## config.mk

```make
export PLATFORM = sky130hd
export DESIGN_NAME = wdg_device_flat
export DESIGN_NICKNAME = d
export VERILOG_FILES = /design/src/pkg/wdg_pkg.sv /design/src/pkg/wdg_link_if.sv /design/src/rtl/wdg_device.sv /design/src/flat_wrapper.sv
export SDC_FILE = /design/constraint.sdc
export NUM_CORES = 1
export LEC_CHECK = 0
export BUFFER_PORTS_ARGS = -buffer_cell sky130_fd_sc_hd__buf_2
export CORE_ASPECT_RATIO = 0.7
export CORE_MARGIN = 5
export CORE_UTILIZATION = 64
export CTS_CLUSTER_DIAMETER = 200
export DETAILED_ROUTE_END_ITERATION = 8
export HOLD_SLACK_MARGIN = 0.15
export PLACE_DENSITY = 0.9
export REMOVE_ABC_BUFFERS = 1
export SLEW_MARGIN = 30
export SYNTH_ARGS = -nofsm -noshare
export SYNTH_HDL_FRONTEND = slang
export SYNTH_SLANG_ARGS = --single-unit
export TNS_END_PERCENT = 100
```

## constraint.sdc

```tcl
create_clock -name i_clk -period 5.8 [get_ports i_clk]
set_clock_uncertainty 0.1 [all_clocks]
set_input_delay 1.74 -clock i_clk [delete_from_list [all_inputs] [get_ports i_clk]]
set_output_delay 1.74 -clock i_clk [all_outputs]
set_load 0.01 [all_outputs]
```

## src/pkg/wdg_pkg.sv

```systemverilog
// Shared constants for the watchdog device and its core-side driver.
// Assumes one 125 MHz clock and a synchronous active-low reset.
package wdg_pkg;
    // Link register addresses
    localparam logic [1:0] ADDR_CONTROL   = 2'h0;
    localparam logic [1:0] ADDR_UPPER     = 2'h1;
    localparam logic [1:0] ADDR_HIGH      = 2'h2;
    localparam logic [1:0] ADDR_LOW       = 2'h3;
    // Unlock and stop-mode configuration bytes
    localparam logic [7:0] UNLOCK_FIRST   = 8'h55;
    localparam logic [7:0] UNLOCK_SECOND  = 8'haa;
    localparam logic [7:0] STOP_OFF_BYTE  = 8'h81;
    localparam logic [7:0] STOP_ON_BYTE   = 8'h00;
    // Counter
    localparam int         COUNT_WIDTH    = 24;
    localparam logic [23:0] COUNT_TWO     = 24'h000002;
    localparam logic [23:0] COUNT_ONE     = 24'h000001;
    localparam logic [23:0] COUNT_MAX     = 24'hffffff;
    localparam logic [23:0] RELOAD_RESET  = 24'hffffff;
    // Control register flag positions and reset values
    localparam int         FLAG_POWER_ON  = 7;
    localparam int         FLAG_STOP_REC  = 6;
    localparam int         FLAG_TIMEOUT   = 5;
    localparam int         FLAG_EXTERNAL  = 4;
    localparam logic [3:0] FLAGS_RESET    = 4'h8;
    // Timing
    localparam int         CLK_HZ         = 125_000_000;
    localparam int         OSC_HZ         = 10_000;
    localparam int         TICK_CYCLES    = CLK_HZ / OSC_HZ;
    // APB register offsets of the core-side driver
    localparam logic [7:0] APB_MODE       = 8'h00;
    localparam logic [7:0] APB_REFRESH    = 8'h04;
    localparam logic [7:0] APB_ACCESS     = 8'h08;
    localparam logic [7:0] APB_STATUS     = 8'h0c;
    localparam int         ACC_READ_BIT   = 16;
    localparam int         STAT_BUSY_BIT  = 8;
endpackage

```

## src/pkg/wdg_link_if.sv

```systemverilog
// Link between the processor core side and the watchdog device.
// Both ends run on the same clock; strobes are one-cycle pulses.
`timescale 1ns/1ps
`default_nettype none
interface wdg_link_if;
    logic       wr_en;
    logic       rd_en;
    logic [1:0] addr;
    logic [7:0] wdata;
    logic [7:0] rdata;
    logic       refresh;
    logic       debug_mode;
    logic       stop_mode;

    modport device (
        input  wr_en, rd_en, addr, wdata, refresh, debug_mode, stop_mode,
        output rdata
    );
    modport host (
        output wr_en, rd_en, addr, wdata, refresh, debug_mode, stop_mode,
        input  rdata
    );
endinterface
`default_nettype wire

```

## src/rtl/wdg_device.sv

```systemverilog
// Watchdog device: 24-bit down counter, unlock machine, status flags.
// Assumes the core side drives the link strobes synchronous to i_clk.
//
// Notes on behaviour
// 24-bit down counter, oscillator-timed, reload from three bytes
// Enable by refresh or always-on; never disabled
// First enable loads reload value
// Refresh reloads counter, counting resumes
// Refresh ignored once counter reaches two
// Time-out when counter reaches zero
// Response-select chooses interrupt or reset
// Interrupt response: request plus time-out flag
// Interrupt time-out wraps counter to all ones
// Reset response running: reset plus time-out flag
// Reset response stopped: recovery, time-out and stop flags
// Runs in stop mode by default
// 55, AA, then 81/00 sets stop behaviour
// 55, AA, upper, high, low changes reload
// Unlock writes leave control flags unchanged
// Stray write relocks the sequence
// Debug mode refreshes continuously
// Software keeps reload at four or more
// One decrement per oscillator period
// Control read clears upper four flags
// Reload addresses read live counter
// Low byte write relocks
//
// Chosen here: the placing of the registers and the APB interface to the registers.
`timescale 1ns/1ps
`default_nettype none
module wdg_device
    import wdg_pkg::*;
#(
    parameter int TICKS = wdg_pkg::TICK_CYCLES
) (
    input  wire logic  i_clk,
    input  wire logic  i_rst_b,
    wdg_link_if.device link,
    input  wire logic  i_always_on_option,
    input  wire logic  i_timeout_response_select,
    input  wire logic  i_ext_reset_event,
    input  wire logic  i_pin_recovery_event,
    output logic       o_irq,
    output logic       o_reset_req,
    output logic       o_stop_recovery,
    output logic       o_enabled
);
    import wdg_pkg::*;

    typedef enum logic [4:0] {
        LOCKED   = 5'b00001,
        GOT_55   = 5'b00010,
        UNLOCKED = 5'b00100,
        GOT_UP   = 5'b01000,
        GOT_HIGH = 5'b10000
    } wdg_lock_type;

    wdg_lock_type      lock_state;
    wdg_lock_type      next_lock_state;
    logic [23:0]       watchdog_counter;
    logic [23:0]       reload;
    logic [15:0]       div_count;
    logic              tick;
    logic              enabled;
    logic              stop_off;
    logic [3:0]        flags;
    logic              halted;
    logic              refresh_ok;
    logic              timeout;
    logic              ctl_wr;

    // Oscillator halted only when configured off and device stopped
    assign halted     = stop_off & link.stop_mode;
    assign ctl_wr     = link.wr_en & (link.addr == ADDR_CONTROL);
    assign refresh_ok = link.refresh & (watchdog_counter > COUNT_TWO);
    // Time-out is the tick that takes the counter from one to zero, or to reload under the reset response
    assign timeout    = enabled & tick & ~link.debug_mode
                        & (watchdog_counter == COUNT_ONE);

    // Oscillator modelled as an enable from a divider
    always_ff @(posedge i_clk) begin
        if (!i_rst_b || halted) begin
            div_count <= '0;
            tick      <= 1'b0;
        end else if (div_count == 16'(TICKS - 1)) begin
            div_count <= '0;
            tick      <= 1'b1;
        end else begin
            div_count <= div_count + 16'h0001;
            tick      <= 1'b0;
        end
    end

    // Enable latch; nothing clears it short of reset
    always_ff @(posedge i_clk) begin
        if (!i_rst_b) begin
            enabled <= 1'b0;
        end else if (link.refresh || i_always_on_option) begin
            enabled <= 1'b1;
        end
    end

    // Counter
    always_ff @(posedge i_clk) begin
        if (!i_rst_b) begin
            watchdog_counter <= RELOAD_RESET;
        end else if (!enabled) begin
            watchdog_counter <= reload;
        end else if (link.debug_mode) begin
            watchdog_counter <= reload;
        end else if (refresh_ok) begin
            watchdog_counter <= reload;
        end else if (timeout && i_timeout_response_select) begin
            // Device is being reset; restart from the reload value
            watchdog_counter <= reload;
        end else if (tick) begin
            // From zero the decrement wraps to all ones, no reload
            watchdog_counter <= watchdog_counter - COUNT_ONE;
        end
    end

    // Time-out responses
    always_ff @(posedge i_clk) begin
        if (!i_rst_b) begin
            o_irq           <= 1'b0;
            o_reset_req     <= 1'b0;
            o_stop_recovery <= 1'b0;
        end else begin
            o_irq           <= timeout & ~i_timeout_response_select;
            o_reset_req     <= timeout & i_timeout_response_select
                               & ~link.stop_mode;
            o_stop_recovery <= timeout & i_timeout_response_select
                               & link.stop_mode;
        end
    end

    always_ff @(posedge i_clk) begin
        if (!i_rst_b) begin
            o_enabled <= 1'b0;
        end else begin
            o_enabled <= enabled;
        end
    end

    // Status flags; events override a clearing read in the same cycle
    always_ff @(posedge i_clk) begin
        if (!i_rst_b) begin
            flags <= FLAGS_RESET;
        end else if (timeout && i_timeout_response_select && link.stop_mode) begin
            flags <= 4'h6;
        end else if (timeout && i_timeout_response_select) begin
            flags <= 4'h2;
        end else if (timeout) begin
            flags <= {flags[3:2] & {2{~link.rd_en | (link.addr != ADDR_CONTROL)}},
                      1'b1,
                      flags[0] & (~link.rd_en | (link.addr != ADDR_CONTROL))};
        end else if (i_ext_reset_event) begin
            flags <= 4'h1;
        end else if (i_pin_recovery_event) begin
            flags <= 4'h4;
        end else if (link.rd_en && link.addr == ADDR_CONTROL) begin
            flags <= 4'h0;
        end
    end

    // Read data, one cycle after the strobe
    always_ff @(posedge i_clk) begin
        if (!i_rst_b) begin
            link.rdata <= 8'h00;
        end else if (link.rd_en) begin
            unique case (link.addr)
                ADDR_CONTROL: link.rdata <= {flags, 4'h0};
                ADDR_UPPER:   link.rdata <= watchdog_counter[23:16];
                ADDR_HIGH:    link.rdata <= watchdog_counter[15:8];
                ADDR_LOW:     link.rdata <= watchdog_counter[7:0];
            endcase
        end
    end

    // Unlock machine; control writes never touch the flags
    always_comb begin
        next_lock_state = lock_state;
        if (link.wr_en) begin
            next_lock_state = LOCKED;
            unique case (lock_state)
                LOCKED: begin
                    if (ctl_wr && link.wdata == UNLOCK_FIRST) begin
                        next_lock_state = GOT_55;
                    end
                end
                GOT_55: begin
                    if (ctl_wr && link.wdata == UNLOCK_SECOND) begin
                        next_lock_state = UNLOCKED;
                    end
                end
                UNLOCKED: begin
                    if (link.addr == ADDR_UPPER) begin
                        next_lock_state = GOT_UP;
                    end
                end
                GOT_UP: begin
                    if (link.addr == ADDR_HIGH) begin
                        next_lock_state = GOT_HIGH;
                    end
                end
                GOT_HIGH: begin
                    next_lock_state = LOCKED;
                end
            endcase
        end
    end

    always_ff @(posedge i_clk) begin
        if (!i_rst_b) begin
            lock_state <= LOCKED;
        end else begin
            lock_state <= next_lock_state;
        end
    end

    // Reload bytes accepted only in their slot of the sequence
    always_ff @(posedge i_clk) begin
        if (!i_rst_b) begin
            reload <= RELOAD_RESET;
        end else if (link.wr_en) begin
            if (lock_state == UNLOCKED && link.addr == ADDR_UPPER) begin
                reload[23:16] <= link.wdata;
            end
            if (lock_state == GOT_UP && link.addr == ADDR_HIGH) begin
                reload[15:8] <= link.wdata;
            end
            if (lock_state == GOT_HIGH && link.addr == ADDR_LOW) begin
                reload[7:0] <= link.wdata;
            end
        end
    end

    // Stop-mode configuration as third step after 55, AA
    always_ff @(posedge i_clk) begin
        if (!i_rst_b) begin
            stop_off <= 1'b0;
        end else if (lock_state == UNLOCKED && ctl_wr) begin
            if (link.wdata == STOP_OFF_BYTE) begin
                stop_off <= 1'b1;
            end else if (link.wdata == STOP_ON_BYTE) begin
                stop_off <= 1'b0;
            end
        end
    end
endmodule // wdg_device
`default_nettype wire

```

## src/flat_wrapper.sv

```systemverilog
// flat-port wrapper written by rule: the top's interface ports become plain ports
module wdg_device_flat import wdg_pkg::*;
#(
    parameter int TICKS = wdg_pkg::TICK_CYCLES
)
  (i_clk, i_rst_b, i_always_on_option, i_timeout_response_select, i_ext_reset_event, i_pin_recovery_event, o_irq, o_reset_req, o_stop_recovery, o_enabled, link_wr_en, link_rd_en, link_addr, link_wdata, link_refresh, link_debug_mode, link_stop_mode, link_rdata);
  wdg_link_if link_i ();
  input  wire logic i_clk;
  input  wire logic i_rst_b;
  input  wire logic i_always_on_option;
  input  wire logic i_timeout_response_select;
  input  wire logic i_ext_reset_event;
  input  wire logic i_pin_recovery_event;
  output logic o_irq;
  output logic o_reset_req;
  output logic o_stop_recovery;
  output logic o_enabled;
  input wire logic [$bits(link_i.wr_en)-1:0] link_wr_en;
  input wire logic [$bits(link_i.rd_en)-1:0] link_rd_en;
  input wire logic [$bits(link_i.addr)-1:0] link_addr;
  input wire logic [$bits(link_i.wdata)-1:0] link_wdata;
  input wire logic [$bits(link_i.refresh)-1:0] link_refresh;
  input wire logic [$bits(link_i.debug_mode)-1:0] link_debug_mode;
  input wire logic [$bits(link_i.stop_mode)-1:0] link_stop_mode;
  output wire logic [$bits(link_i.rdata)-1:0] link_rdata;
  assign link_i.wr_en = link_wr_en;
  assign link_i.rd_en = link_rd_en;
  assign link_i.addr = link_addr;
  assign link_i.wdata = link_wdata;
  assign link_i.refresh = link_refresh;
  assign link_i.debug_mode = link_debug_mode;
  assign link_i.stop_mode = link_stop_mode;
  assign link_rdata = link_i.rdata;
  wdg_device #(.TICKS(TICKS)) u_core (.i_clk(i_clk), .i_rst_b(i_rst_b), .link(link_i), .i_always_on_option(i_always_on_option), .i_timeout_response_select(i_timeout_response_select), .i_ext_reset_event(i_ext_reset_event), .i_pin_recovery_event(i_pin_recovery_event), .o_irq(o_irq), .o_reset_req(o_reset_req), .o_stop_recovery(o_stop_recovery), .o_enabled(o_enabled));
endmodule
```

==> impl_metrics.env, run 1 <==
export IMPL_status="finished, final reports clean"
export IMPL_hpwl_mm=7.524
export IMPL_post_cts_repair_setup_buffers=0
export IMPL_ir_worst_vdd_mv=0.2057
export IMPL_worst_pin_slew_ns=0.8149
export IMPL_initial_utilization_pct=66.85
export IMPL_preCtsSetupSlack_ns=2.069
export IMPL_timing_final_crit_share_pct=58.52
export IMPL_p_per_area_nw_per_um2=266.0
export IMPL_worst_skew_pair_late_latency_ns=0.36
export IMPL_grt_antenna_before_repair=0
export IMPL_path_max_fanout=16
export IMPL_ff2ff_path_depth=5
export IMPL_critPathKind="in -> reg"
export IMPL_critical_path_cell_by_cell="buf_2 > a311oi_1 > o31a_1 > nand2_1 > o211ai_1"
export IMPL_rows=24
export IMPL_antenna_cells=0
export IMPL_critical_path_reg2reg_endpoint="u_core.watchdog_counter[5]$_SDFFE_PN1P_"
export IMPL_grtUsageTotal_pct=26.33
export IMPL_die_area_um2=8335
export IMPL_die_width_um=107
export IMPL_grt_overflow_total=0
export IMPL_cts_sinks=88
export IMPL_number_of_global_route_vias_before_repair=3627
export IMPL_route_detailed_vias_per_inst=6.530
export IMPL_port_buffers=32
export IMPL_num_vias=3781
export IMPL_setup_viol=0
export IMPL_cts_tree="done"
export IMPL_routedWlPerCell_um=18.33
export IMPL_detailedRoute_firstIterationViolations=486
export IMPL_layout_nets=521
export IMPL_max_clock_freq_mhz=294.6
export IMPL_placed_area_um2=4412
export IMPL_synth_warnings=0
export IMPL_postCtsHoldBufs=0
export IMPL_instances_no_fill=579
export IMPL_max_cap_violations=0
export IMPL_clockRootBuffer="sky130_fd_sc_hd__clkbuf_8"
export IMPL_finalWeightedCongestion=0.9162
export IMPL_whs_endpoint="u_core.reload[16]$_SDFFE_PN1P_"
export IMPL_end_kind="flop"
export IMPL_rsz0062_at_grt="no"
export IMPL_antenna_violating_nets_post_route=0
export IMPL_routed_wl_mm=10.62
export IMPL_netlist_instances=476
export IMPL_cp_data_required_time_ns=5.98
export IMPL_synth_main_ff_cell="sky130_fd_sc_hd__dfxtp_1"
export IMPL_worst_hold_path_num_cells=2
export IMPL_ys_async_sr_fraction_pct=0
export IMPL_post_route_drc_count=0
export IMPL_ys_seq_area_share_pct=41.79
export IMPL_setup_total_negative_slack_ns=0
export IMPL_finalMaxSlewViolations=0
export IMPL_hold_path_class="reg -> reg"
export IMPL_hold_viol_final=0
export IMPL_timing_critical_path_slowest_stage_cell="sky130_fd_sc_hd__o31a_1"
export IMPL_grt_start_max_net_pins=34
export IMPL_layout_cell_area_non_filler_um2=4683
export IMPL_register_clock_pin_slew_on_the_reported_worst_setup_and_hold_paths_ns=0.09
export IMPL_post_cts_resized=0
export IMPL_cts_root_to_sink_buffers=2
export IMPL_hold_start="u_core.reload[16]$_SDFFE_PN1P_"
export IMPL_synth_edf_count=0
export IMPL_pin_count=33
export IMPL_syn_cell_area_um2=4215
export IMPL_drive_gt1_share_pct=13.37
export IMPL_cts_buffers_inserted=9
export IMPL_max_slew_margin_pct=45.27
export IMPL_dp_cells=563
export IMPL_ys_seq_elements=88
export IMPL_postSynthAreaPerCell_um2=8.856
export IMPL_final_worst_setup_slack_ns=2.406
export IMPL_synth_cell_type_count=55
export IMPL_timing_critical_path_from_type="input pin"
export IMPL_crit_path_max_incr_delay_ns=0.61
export IMPL_area_delta_synth_final_pct=11.10
export IMPL_register_to_register_setup_slack_ns=2.78
export IMPL_leakagePower_nw=1.677
export IMPL_die_height_um=77.90
export IMPL_core_area_um2=6306
export IMPL_minimum_period_implied_by_the_final_worst_setup_slack_ns=3.394
export IMPL_rr_startpoint="u_core.watchdog_counter[2]$_SDFFE_PN1P_"
export IMPL_grt_pass1_wl_mm=17.68
export IMPL_cts_htree_levels=3
export IMPL_cp_arrival_ns=3.57
export IMPL_drt_pre_antenna_iters=5
## Yosys cell counts (13+ instances only)
cell | n | share of area (%)
sky130_fd_sc_hd__a21oi_1 | 22 | 2.6
sky130_fd_sc_hd__nand3_1 | 15 | 1.8
sky130_fd_sc_hd__inv_1 | 14 | 1.2
sky130_fd_sc_hd__dfxtp_1 | 88 | 42
sky130_fd_sc_hd__nand2_1 | 43 | 3.8
sky130_fd_sc_hd__mux2i_1 | 28 | 6.6
sky130_fd_sc_hd__clkbuf_1 | 20 | 1.8
sky130_fd_sc_hd__nor2_1 | 43 | 3.8
sky130_fd_sc_hd__o21ai_0 | 24 | 2.8
sky130_fd_sc_hd__xor2_1 | 16 | 3.3
sky130_fd_sc_hd__nor3_1 | 26 | 3.1
sky130_fd_sc_hd__xnor2_1 | 13 | 2.7
## per-stage QoR
stage | utilization [%] | hold slack (ns) | power (mW)
after floorplan | - | 0.3298 | 0.6659
after global placement | 69.68 | 0.3409 | 0.7006
after detailed placement | 69.96 | 0.3595 | 0.7048
after CTS | 74.23 | 0.3785 | 1.250
after global routing | 74.27 | 0.4151 | 1.284
final | 74.27 | 0.3777 | 1.246
## area by class of cell
cell class | instances | area [um^2]
fill | 441 | 1623
inverter | 14 | 52.55
timing repair buffer | 34 | 175.2
clock buffer | 11 | 141.4
multi-input combinational | 349 | 2327
tap | 78 | 97.59
clock inverter | 5 | 127.6
sequential | 88 | 1762
## how the worst max path moves through the flow
stage                       from                                 endpoint  slack (ns)
global placement    link_refresh  u_core.watchdog_counter[5]$_SDFFE_PN1P_        2.18
detailed placement  link_refresh  u_core.watchdog_counter[5]$_SDFFE_PN1P_        2.07
global route        link_refresh  u_core.watchdog_counter[5]$_SDFFE_PN1P_        2.17
finish              link_refresh  u_core.watchdog_counter[5]$_SDFFE_PN1P_        2.41
CTS                 link_refresh  u_core.watchdog_counter[5]$_SDFFE_PN1P_        2.43
floorplan           link_addr[0]           u_core.reload[10]$_SDFFE_PN1P_        2.20
## per-layer routing
| layer | vias up | part of all wire [%] | GRT usage, % |
|---|---|---|---|
| met5 | - | 0 | 0 |
| met2 | 211 | 46 | 42.27 |
| li1 | 1767 | - | - |
| met1 | 1775 | 42 | 33.75 |
| met4 | 0 | 2.0 | 8.046 |
| met3 | 28 | 9.9 | 8.872 |
## cells in the final DEF, fill, tap and decap left out, types with 3 or more instances in the layout
| cell | instances |
|---|---|
| sky130_fd_sc_hd__inv_1 | 14 |
| sky130_fd_sc_hd__nand4b_1 | 5 |
| sky130_fd_sc_hd__xor2_1 | 16 |
| sky130_fd_sc_hd__nor4_1 | 11 |
| sky130_fd_sc_hd__mux4_2 | 4 |
| sky130_fd_sc_hd__or4_1 | 3 |
| sky130_fd_sc_hd__buf_2 | 32 |
| sky130_fd_sc_hd__nor2_1 | 42 |
| sky130_fd_sc_hd__xnor2_1 | 13 |
| sky130_fd_sc_hd__dfxtp_1 | 88 |
| sky130_fd_sc_hd__o21ai_1 | 3 |
| sky130_fd_sc_hd__o21ai_0 | 24 |
| sky130_fd_sc_hd__nor3_1 | 26 |
| sky130_fd_sc_hd__and3_1 | 5 |
| sky130_fd_sc_hd__mux2_2 | 4 |
| sky130_fd_sc_hd__nand2_1 | 43 |
| sky130_fd_sc_hd__nor3b_1 | 3 |
| sky130_fd_sc_hd__ha_1 | 4 |
| sky130_fd_sc_hd__a211oi_1 | 5 |
| sky130_fd_sc_hd__o31a_1 | 5 |
| sky130_fd_sc_hd__clkbuf_8 | 10 |
| sky130_fd_sc_hd__and2_1 | 5 |
| sky130_fd_sc_hd__nand4_1 | 9 |
| sky130_fd_sc_hd__a31oi_1 | 5 |
| sky130_fd_sc_hd__nand3_1 | 15 |
| sky130_fd_sc_hd__bufinv_16 | 4 |
| sky130_fd_sc_hd__a22oi_1 | 4 |
| sky130_fd_sc_hd__nor4b_1 | 3 |
| sky130_fd_sc_hd__o211ai_1 | 9 |
| sky130_fd_sc_hd__nand2b_1 | 4 |
| sky130_fd_sc_hd__mux2i_1 | 28 |
| sky130_fd_sc_hd__a21oi_1 | 22 |
## worst max-delay path: cells and delay by family
family / cells / cell delay [ns]
buf+inv: 1 / 0.13
compound gates: 3 / 1.30
simple gates: 1 / 0.39
## cells by family after synthesis
group	count (synthesis)	synth area share [%]
and+or+nand+nor	190	23.77
DFF	88	41.79
muxes	36	9.855
xor gates and xnor gates	29	6.025
AOI/OAI and AO/OA	90	13.62
buffers and inverters	39	3.740
adders and majority gates	4	1.187
## flip-flops by register name, indices dropped and copies added, names as in the netlist
| register | count |
|---|---|
| u_core.reload | 24 |
| u_core.lock_state | 5 |
| u_core.o_enabled | 1 |
| u_core.link.rdata | 8 |
| u_core.o_reset_req | 1 |
| u_core.flags | 4 |
| u_core.o_irq | 1 |
| u_core.stop_off | 1 |
| u_core.o_stop_recovery | 1 |
| u_core.tick | 1 |
| u_core.enabled | 1 |
| u_core.div_count | 16 |
| u_core.watchdog_counter | 24 |
## power by group
part	internal (mW)	leakage (nW)	switching, mW
sequential	0.613	0.715	0.00663
combinational	0.0250	0.832	0.0471
clock	0.342	0.130	0.213
total	0.979	1.68	0.267
No activity file was read; power rests on OpenSTA's default activity.
==> run 2, diff against run 1 <==
- CORE_UTILIZATION: 64 -> 60
- PLACE_DENSITY: 0.9 -> 0.86
- clock period: 5.8 -> 3.3 ns (I/O delays scaled with it)
==> impl_metrics.env, run 2 (synthesized netlist as in run 1, its figures left out) <==
export IMPL_post_cts_resized=0
export IMPL_antenna_violating_nets_post_route=0
export IMPL_cts_root_to_sink_buffers=2
export IMPL_register_area_um2=1762
export IMPL_path_max_fanout=13
export IMPL_layout_nets=528
export IMPL_detailedRoute_firstIterationViolations=268
export IMPL_setup_total_negative_slack_ns=0
export IMPL_cp_arrival_ns=3.00
export IMPL_hold_start="u_core.div_count[0]$_SDFF_PP0_"
export IMPL_area_delta_synth_final_pct=10.95
export IMPL_die_height_um=80.13
export IMPL_port_buffers=32
export IMPL_whs_endpoint="u_core.div_count[0]$_SDFF_PP0_"
export IMPL_finalWeightedCongestion=0.9906
export IMPL_drt_pre_antenna_iters=5
export IMPL_initial_utilization_pct=62.10
export IMPL_max_cap_violations=0
export IMPL_p_per_area_nw_per_um2=427.8
export IMPL_leakagePower_nw=1.680
export IMPL_die_width_um=110.2
export IMPL_total_power_mw=2.001
export IMPL_finalMaxSlewViolations=0
export IMPL_hold_viol_final=0
export IMPL_rsz0062_at_grt="no"
export IMPL_end_kind="flop"
export IMPL_largest_registers="u_core.reload x24, u_core.watchdog_counter x24, u_core.div_count x16"
export IMPL_critical_path_reg2reg_endpoint="u_core.flags[2]$_SDFFE_PN0P_"
export IMPL_worst_skew_pair_late_latency_ns=0.36
export IMPL_ir_worst_vdd_mv=0.2364
export IMPL_number_of_global_route_vias_before_repair=3552
export IMPL_antenna_cells=0
export IMPL_mostFrequentLayoutCells="sky130_fd_sc_hd__dfxtp_1, sky130_fd_sc_hd__nand2_1, sky130_fd_sc_hd__nor2_1, sky130_fd_sc_hd__buf_2, sky130_fd_sc_hd__mux2i_1"
export IMPL_core_area_um2=6788
export IMPL_timing_final_crit_share_pct=86.23
export IMPL_multiInputGateArea_um2=2307
export IMPL_routed_wl_mm=10.22
export IMPL_rr_startpoint="u_core.watchdog_counter[2]$_SDFFE_PN1P_"
export IMPL_die_area_um2=8828
export IMPL_cts_sinks=88
export IMPL_num_vias=3680
export IMPL_post_route_drc_count=0
export IMPL_hold_path_class="reg -> reg"
export IMPL_route_detailed_vias_per_inst=6.113
export IMPL_grtUsageTotal_pct=24.55
export IMPL_pin_count=33
export IMPL_mostFrequentLayoutCell="sky130_fd_sc_hd__dfxtp_1"
export IMPL_grt_antenna_before_repair=0
export IMPL_routedWlPerCell_um=16.98
export IMPL_cts_htree_levels=3
export IMPL_postCtsHoldBufs=0
export IMPL_post_cts_repair_setup_buffers=0
export IMPL_register_clock_pin_slew_on_the_reported_worst_setup_and_hold_paths_ns=0.09
export IMPL_critPathKind="reg -> reg"
export IMPL_fillers=534
export IMPL_cp_data_required_time_ns=3.46
export IMPL_status="finished, final reports clean"
export IMPL_max_clock_freq_mhz=351.4
export IMPL_grt_overflow_total=0
export IMPL_drive_gt1_share_pct=14.57
export IMPL_ff2ff_path_depth=5
export IMPL_cts_tree="done"
export IMPL_worst_pin_slew_ns=0.8117
export IMPL_setup_viol=0
export IMPL_register_to_register_setup_slack_ns=0.45
export IMPL_rows=25
export IMPL_clockRootBuffer="sky130_fd_sc_hd__clkbuf_8"
export IMPL_minimum_period_implied_by_the_final_worst_setup_slack_ns=2.845
export IMPL_grt_start_max_net_pins=31
export IMPL_timing_critical_path_from_type="flop"
export IMPL_worst_hold_path_num_cells=1
export IMPL_cts_buffers_inserted=9
export IMPL_max_slew_margin_pct=45.89
export IMPL_grt_pass1_wl_mm=17.07
export IMPL_hpwl_mm=7.363
[run 2: worst max-delay path, stage by stage (launching register included)]
cell and delay, ns:
sky130_fd_sc_hd__dfxtp_1 0.40, sky130_fd_sc_hd__nor4_4 0.56, sky130_fd_sc_hd__nand4_2 0.39, sky130_fd_sc_hd__or4_1 0.80
sky130_fd_sc_hd__nor3b_1 0.22, sky130_fd_sc_hd__o31a_1 0.27
[run 2: worst max-delay path by stage]
stage	startpoint	endpoint	slack, ns	cells after the start
2_1_floorplan	u_core.watchdog_counter[2]$_SDFFE_PN1P_	u_core.watchdog_counter[14]$_SDFFE_PN1P_	0.36	5
3_3_place_gp	u_core.watchdog_counter[2]$_SDFFE_PN1P_	u_core.flags[2]$_SDFFE_PN0P_	0.62	5
3_5_place_dp	u_core.watchdog_counter[2]$_SDFFE_PN1P_	u_core.flags[2]$_SDFFE_PN0P_	0.51	5
4_1_cts	u_core.watchdog_counter[2]$_SDFFE_PN1P_	u_core.flags[2]$_SDFFE_PN0P_	0.48	5
5_1_grt	u_core.watchdog_counter[2]$_SDFFE_PN1P_	u_core.flags[2]$_SDFFE_PN0P_	0.30	5
6_report	u_core.watchdog_counter[2]$_SDFFE_PN1P_	u_core.flags[2]$_SDFFE_PN0P_	0.45	5
[run 2: layout make-up]
type | instances | area share, %
inverter | 14 | 1.124
tap | 94 | 2.515
sequential | 88 | 37.67
clock inverter | 6 | 1.552
clock buffer | 10 | 2.943
multi-input combinational | 349 | 49.33
timing repair buffer | 41 | 4.869
[run 2: metal layers]
layer	routed length [um]	track usage (%)	up-vias
met5	0	0	-
met3	871	7.149	18
li1	-	-	1787
met1	4570	32.55	1718
met2	4598	38.14	157
met4	178	8.610	0
[run 2: per-stage QoR]
step / cells / hold WS [ns] / area [um^2] / setup slack [ns] / utilization (%)
after global routing: 602 / 0.4043 / 4677 / 0.3010 / 68.90
final: 602 / 0.3743 / 4677 / 0.4546 / 68.90
after detailed placement: 586 / 0.3572 / 4467 / 0.5067 / 65.81
after CTS: 602 / 0.3782 / 4677 / 0.4849 / 68.90
after floorplan: 451 / 0.3298 / 4110 / 0.3642 / -
after global placement: 586 / 0.3399 / 4467 / 0.6163 / 65.81
[run 2: power breakdown]
| part | switching [mW] | total (mW) | internal [mW] |
|---|---|---|---|
| logic | 0.0817 | 0.128 | 0.0466 |
| clock network | 0.404 | 0.784 | 0.380 |
| registers | 0.0114 | 1.09 | 1.08 |
==> run 3, diff against run 2 <==
- ABC_AREA: not set -> 1
- PLACE_DENSITY: 0.86 -> 0.85
==> impl_metrics.env, run 3 <==
export IMPL_synth_warnings=0
export IMPL_setup_total_negative_slack_ns=0
export IMPL_max_clock_freq_mhz=432.6
export IMPL_ys_seq_elements=88
export IMPL_synth_top_area_cell="sky130_fd_sc_hd__dfxtp_1"
export IMPL_rows=26
export IMPL_ys_seq_area_share_pct=39.33
export IMPL_postCtsHoldBufs=0
export IMPL_end_kind="flop"
export IMPL_leakagePower_nw=2.146
export IMPL_p_per_area_nw_per_um2=398.0
export IMPL_hold_path_class="reg -> reg"
export IMPL_mostFrequentLayoutCell="sky130_fd_sc_hd__nand2_1"
export IMPL_gate_family_responsible_for_the_most_delay_along_the_worst_path="simple AND/OR/NAND/NOR gates"
export IMPL_rr_startpoint="u_core.watchdog_counter[0]$_SDFFE_PN1P_"
export IMPL_timing_critical_path_slowest_stage_cell="sky130_fd_sc_hd__nand3_1"
export IMPL_layout_cell_area_non_filler_um2=4837
export IMPL_cp_arrival_ns=2.45
export IMPL_antenna_violating_nets_post_route=0
export IMPL_ys_async_sr_fraction_pct=0
export IMPL_syn_cell_area_um2=4479
export IMPL_max_slew_margin_pct=60.11
export IMPL_finalWeightedCongestion=0.9802
export IMPL_routed_wl_mm=12.68
export IMPL_hpwl_mm=9.569
export IMPL_netlist_instances=647
export IMPL_finalMaxSlewViolations=0
export IMPL_grt_pass1_wl_mm=20.51
export IMPL_area_delta_synth_final_pct=7.989
export IMPL_pin_count=33
export IMPL_mostFrequentLayoutCells="sky130_fd_sc_hd__nand2_1, sky130_fd_sc_hd__dfxtp_1, sky130_fd_sc_hd__inv_1, sky130_fd_sc_hd__nor2_1, sky130_fd_sc_hd__nand3_1"
export IMPL_layout_nets=698
export IMPL_cts_htree_levels=3
export IMPL_timing_final_crit_share_pct=70.04
export IMPL_detailedRoute_firstIterationViolations=477
export IMPL_hold_start="u_core.enabled$_SDFFE_PN0P_"
export IMPL_post_route_drc_count=0
export IMPL_cts_buffers_inserted=9
export IMPL_status="finished, final reports clean"
export IMPL_post_cts_resized=0
export IMPL_rsz0062_at_grt="no"
export IMPL_postSynthAreaPerCell_um2=6.923
export IMPL_grt_antenna_before_repair=0
export IMPL_largest_registers="u_core.reload x24, u_core.watchdog_counter x24, u_core.div_count x16"
export IMPL_die_area_um2=9321
export IMPL_drt_pre_antenna_iters=6
export IMPL_synthDominantCellAreaShare_pct=39.33
export IMPL_synth_cell_type_count=37
export IMPL_netlist_top_cells_area="sky130_fd_sc_hd__dfxtp_1, sky130_fd_sc_hd__nand2_1, sky130_fd_sc_hd__inv_1"
export IMPL_timing_critical_path_from_type="input pin"
export IMPL_max_cap_violations=0
export IMPL_clockRootBuffer="sky130_fd_sc_hd__clkbuf_8"
export IMPL_ir_worst_vdd_mv=0.3407
export IMPL_final_worst_setup_slack_ns=0.9886
export IMPL_die_height_um=82.29
export IMPL_routedWlPerCell_um=16.36
export IMPL_cts_sinks=88
export IMPL_whs_endpoint="u_core.o_enabled$_SDFF_PN0_"
export IMPL_cp_data_required_time_ns=3.44
export IMPL_number_of_global_route_vias_before_repair=4037
export IMPL_antenna_cells=0
export IMPL_critical_path_cell_by_cell="buf_2 > inv_1 > nor2_1 > nand3_1 > nand2_1 > o211ai_1"
export IMPL_most_frequent_cell_after_synthesis="sky130_fd_sc_hd__nand2_1"
export IMPL_preCtsSetupSlack_ns=0.6491
export IMPL_initial_utilization_pct=61.47
export IMPL_setup_viol=0
export IMPL_synth_edf_count=0
export IMPL_num_vias=4486
export IMPL_total_power_mw=1.925
export IMPL_critical_path_reg2reg_endpoint="u_core.watchdog_counter[7]$_SDFFE_PN1P_"
export IMPL_path_max_fanout=17
export IMPL_hold_viol_final=0
export IMPL_placed_area_um2=4673
export IMPL_path_buf_inv=2
export IMPL_cts_root_to_sink_buffers=2
export IMPL_register_clock_pin_slew_on_the_reported_worst_setup_and_hold_paths_ns=0.09
export IMPL_drive_gt1_share_pct=10.34
export IMPL_register_to_register_setup_slack_ns=1.04
export IMPL_critPathKind="in -> reg"
export IMPL_synth_main_ff_cell="sky130_fd_sc_hd__dfxtp_1"
export IMPL_cts_tree="done"
export IMPL_minimum_period_implied_by_the_final_worst_setup_slack_ns=2.311
export IMPL_port_buffers=32
export IMPL_route_detailed_vias_per_inst=5.788
export IMPL_core_area_um2=7287
export IMPL_crit_path_max_incr_delay_ns=0.54
export IMPL_grtUsageTotal_pct=28.11
export IMPL_worst_pin_slew_ns=0.5967
export IMPL_grt_overflow_total=0
export IMPL_post_cts_repair_setup_buffers=0
export IMPL_ff2ff_path_depth=12
export IMPL_worst_skew_pair_late_latency_ns=0.37
export IMPL_worst_hold_path_num_cells=2
export IMPL_synthTopCellsByCount="sky130_fd_sc_hd__nand2_1, sky130_fd_sc_hd__dfxtp_1, sky130_fd_sc_hd__inv_1, sky130_fd_sc_hd__nor2_1, sky130_fd_sc_hd__nand3_1"
export IMPL_die_width_um=113.3
export IMPL_grt_start_max_net_pins=41
-- run 3: cell types whose count changed in the layout (fill, tap and decap cells not counted), sizes merged, moves of 16 or more --
cell / delta
nand2: +126
inv: +61
nand3: +41
nor2: +40
mux2i: -28
o211ai: +16
-- run 3: how the worst max path moves through the flow --
stage                          from                                        to  slack [ns]  cells past startpoint
floorplan                   i_rst_b            u_core.div_count[4]$_SDFF_PP0_        1.00                      6
global placement    link_debug_mode  u_core.watchdog_counter[17]$_SDFFE_PN1P_        0.78                      9
detailed placement     link_addr[1]            u_core.reload[15]$_SDFFE_PN1P_        0.65                      6
CTS                    link_addr[1]            u_core.reload[15]$_SDFFE_PN1P_        1.03                      6
global route           link_addr[1]            u_core.reload[13]$_SDFFE_PN1P_        0.82                      5
finish                 link_addr[1]            u_core.reload[15]$_SDFFE_PN1P_        0.99                      6
-- run 3: area by class of cell --
| type | count | area, um^2 |
|---|---|---|
| tap | 98 | 122.6 |
| inverter | 78 | 292.8 |
| timing repair buffer | 34 | 175.2 |
| clock buffer | 12 | 145.1 |
| multi-input combinational | 462 | 2321 |
| sequential | 88 | 1762 |
| fill | 669 | 2450 |
| clock inverter | 3 | 18.77 |
-- run 3: report_power, final --
part	internal, mW	switching [mW]
combinational	0.0502	0.115
clock	0.289	0.367
sequential	1.08	0.0203
total	1.42	0.502
-- run 3: logic make-up after synthesis --
kind of cell | share of synthesized area, %
AO/OA/AOI/OAI | 13.49
XOR/XNOR | 3.520
adder cells (fa/ha/maj) | 1.117
buffers and inverters | 8.855
flip-flops | 39.33
AND/OR/NAND/NOR | 33.69
-- run 3: routing by layer --
layer  vias to the layer above  track usage [%]  wire length, um
li1                       2176                -                -
met1                      2062            38.81             5723
met2                       222            41.78             5325
met3                        26            9.323             1409
met4                         0            8.764              221
met5                         -                0                0
-- run 3: tightest hold or removal path: cells and delay by family, from the launching register on --
| family | cells | cell delay, ns |
|---|---|---|
| and+or+nand+nor | 1 | 0.05 |
| DFF | 1 | 0.32 |
| buffers and inverters | 1 | 0.03 |
-- run 3: metrics by stage --
stage,instances,util (%),hold slack (ns)
finish,775,66.38,0.3403
global route,775,66.38,0.3839
CTS,775,66.38,0.3442
detailed placement,760,64.13,0.3319
global placement,760,64.13,0.3217
floorplan,628,-,0.3071
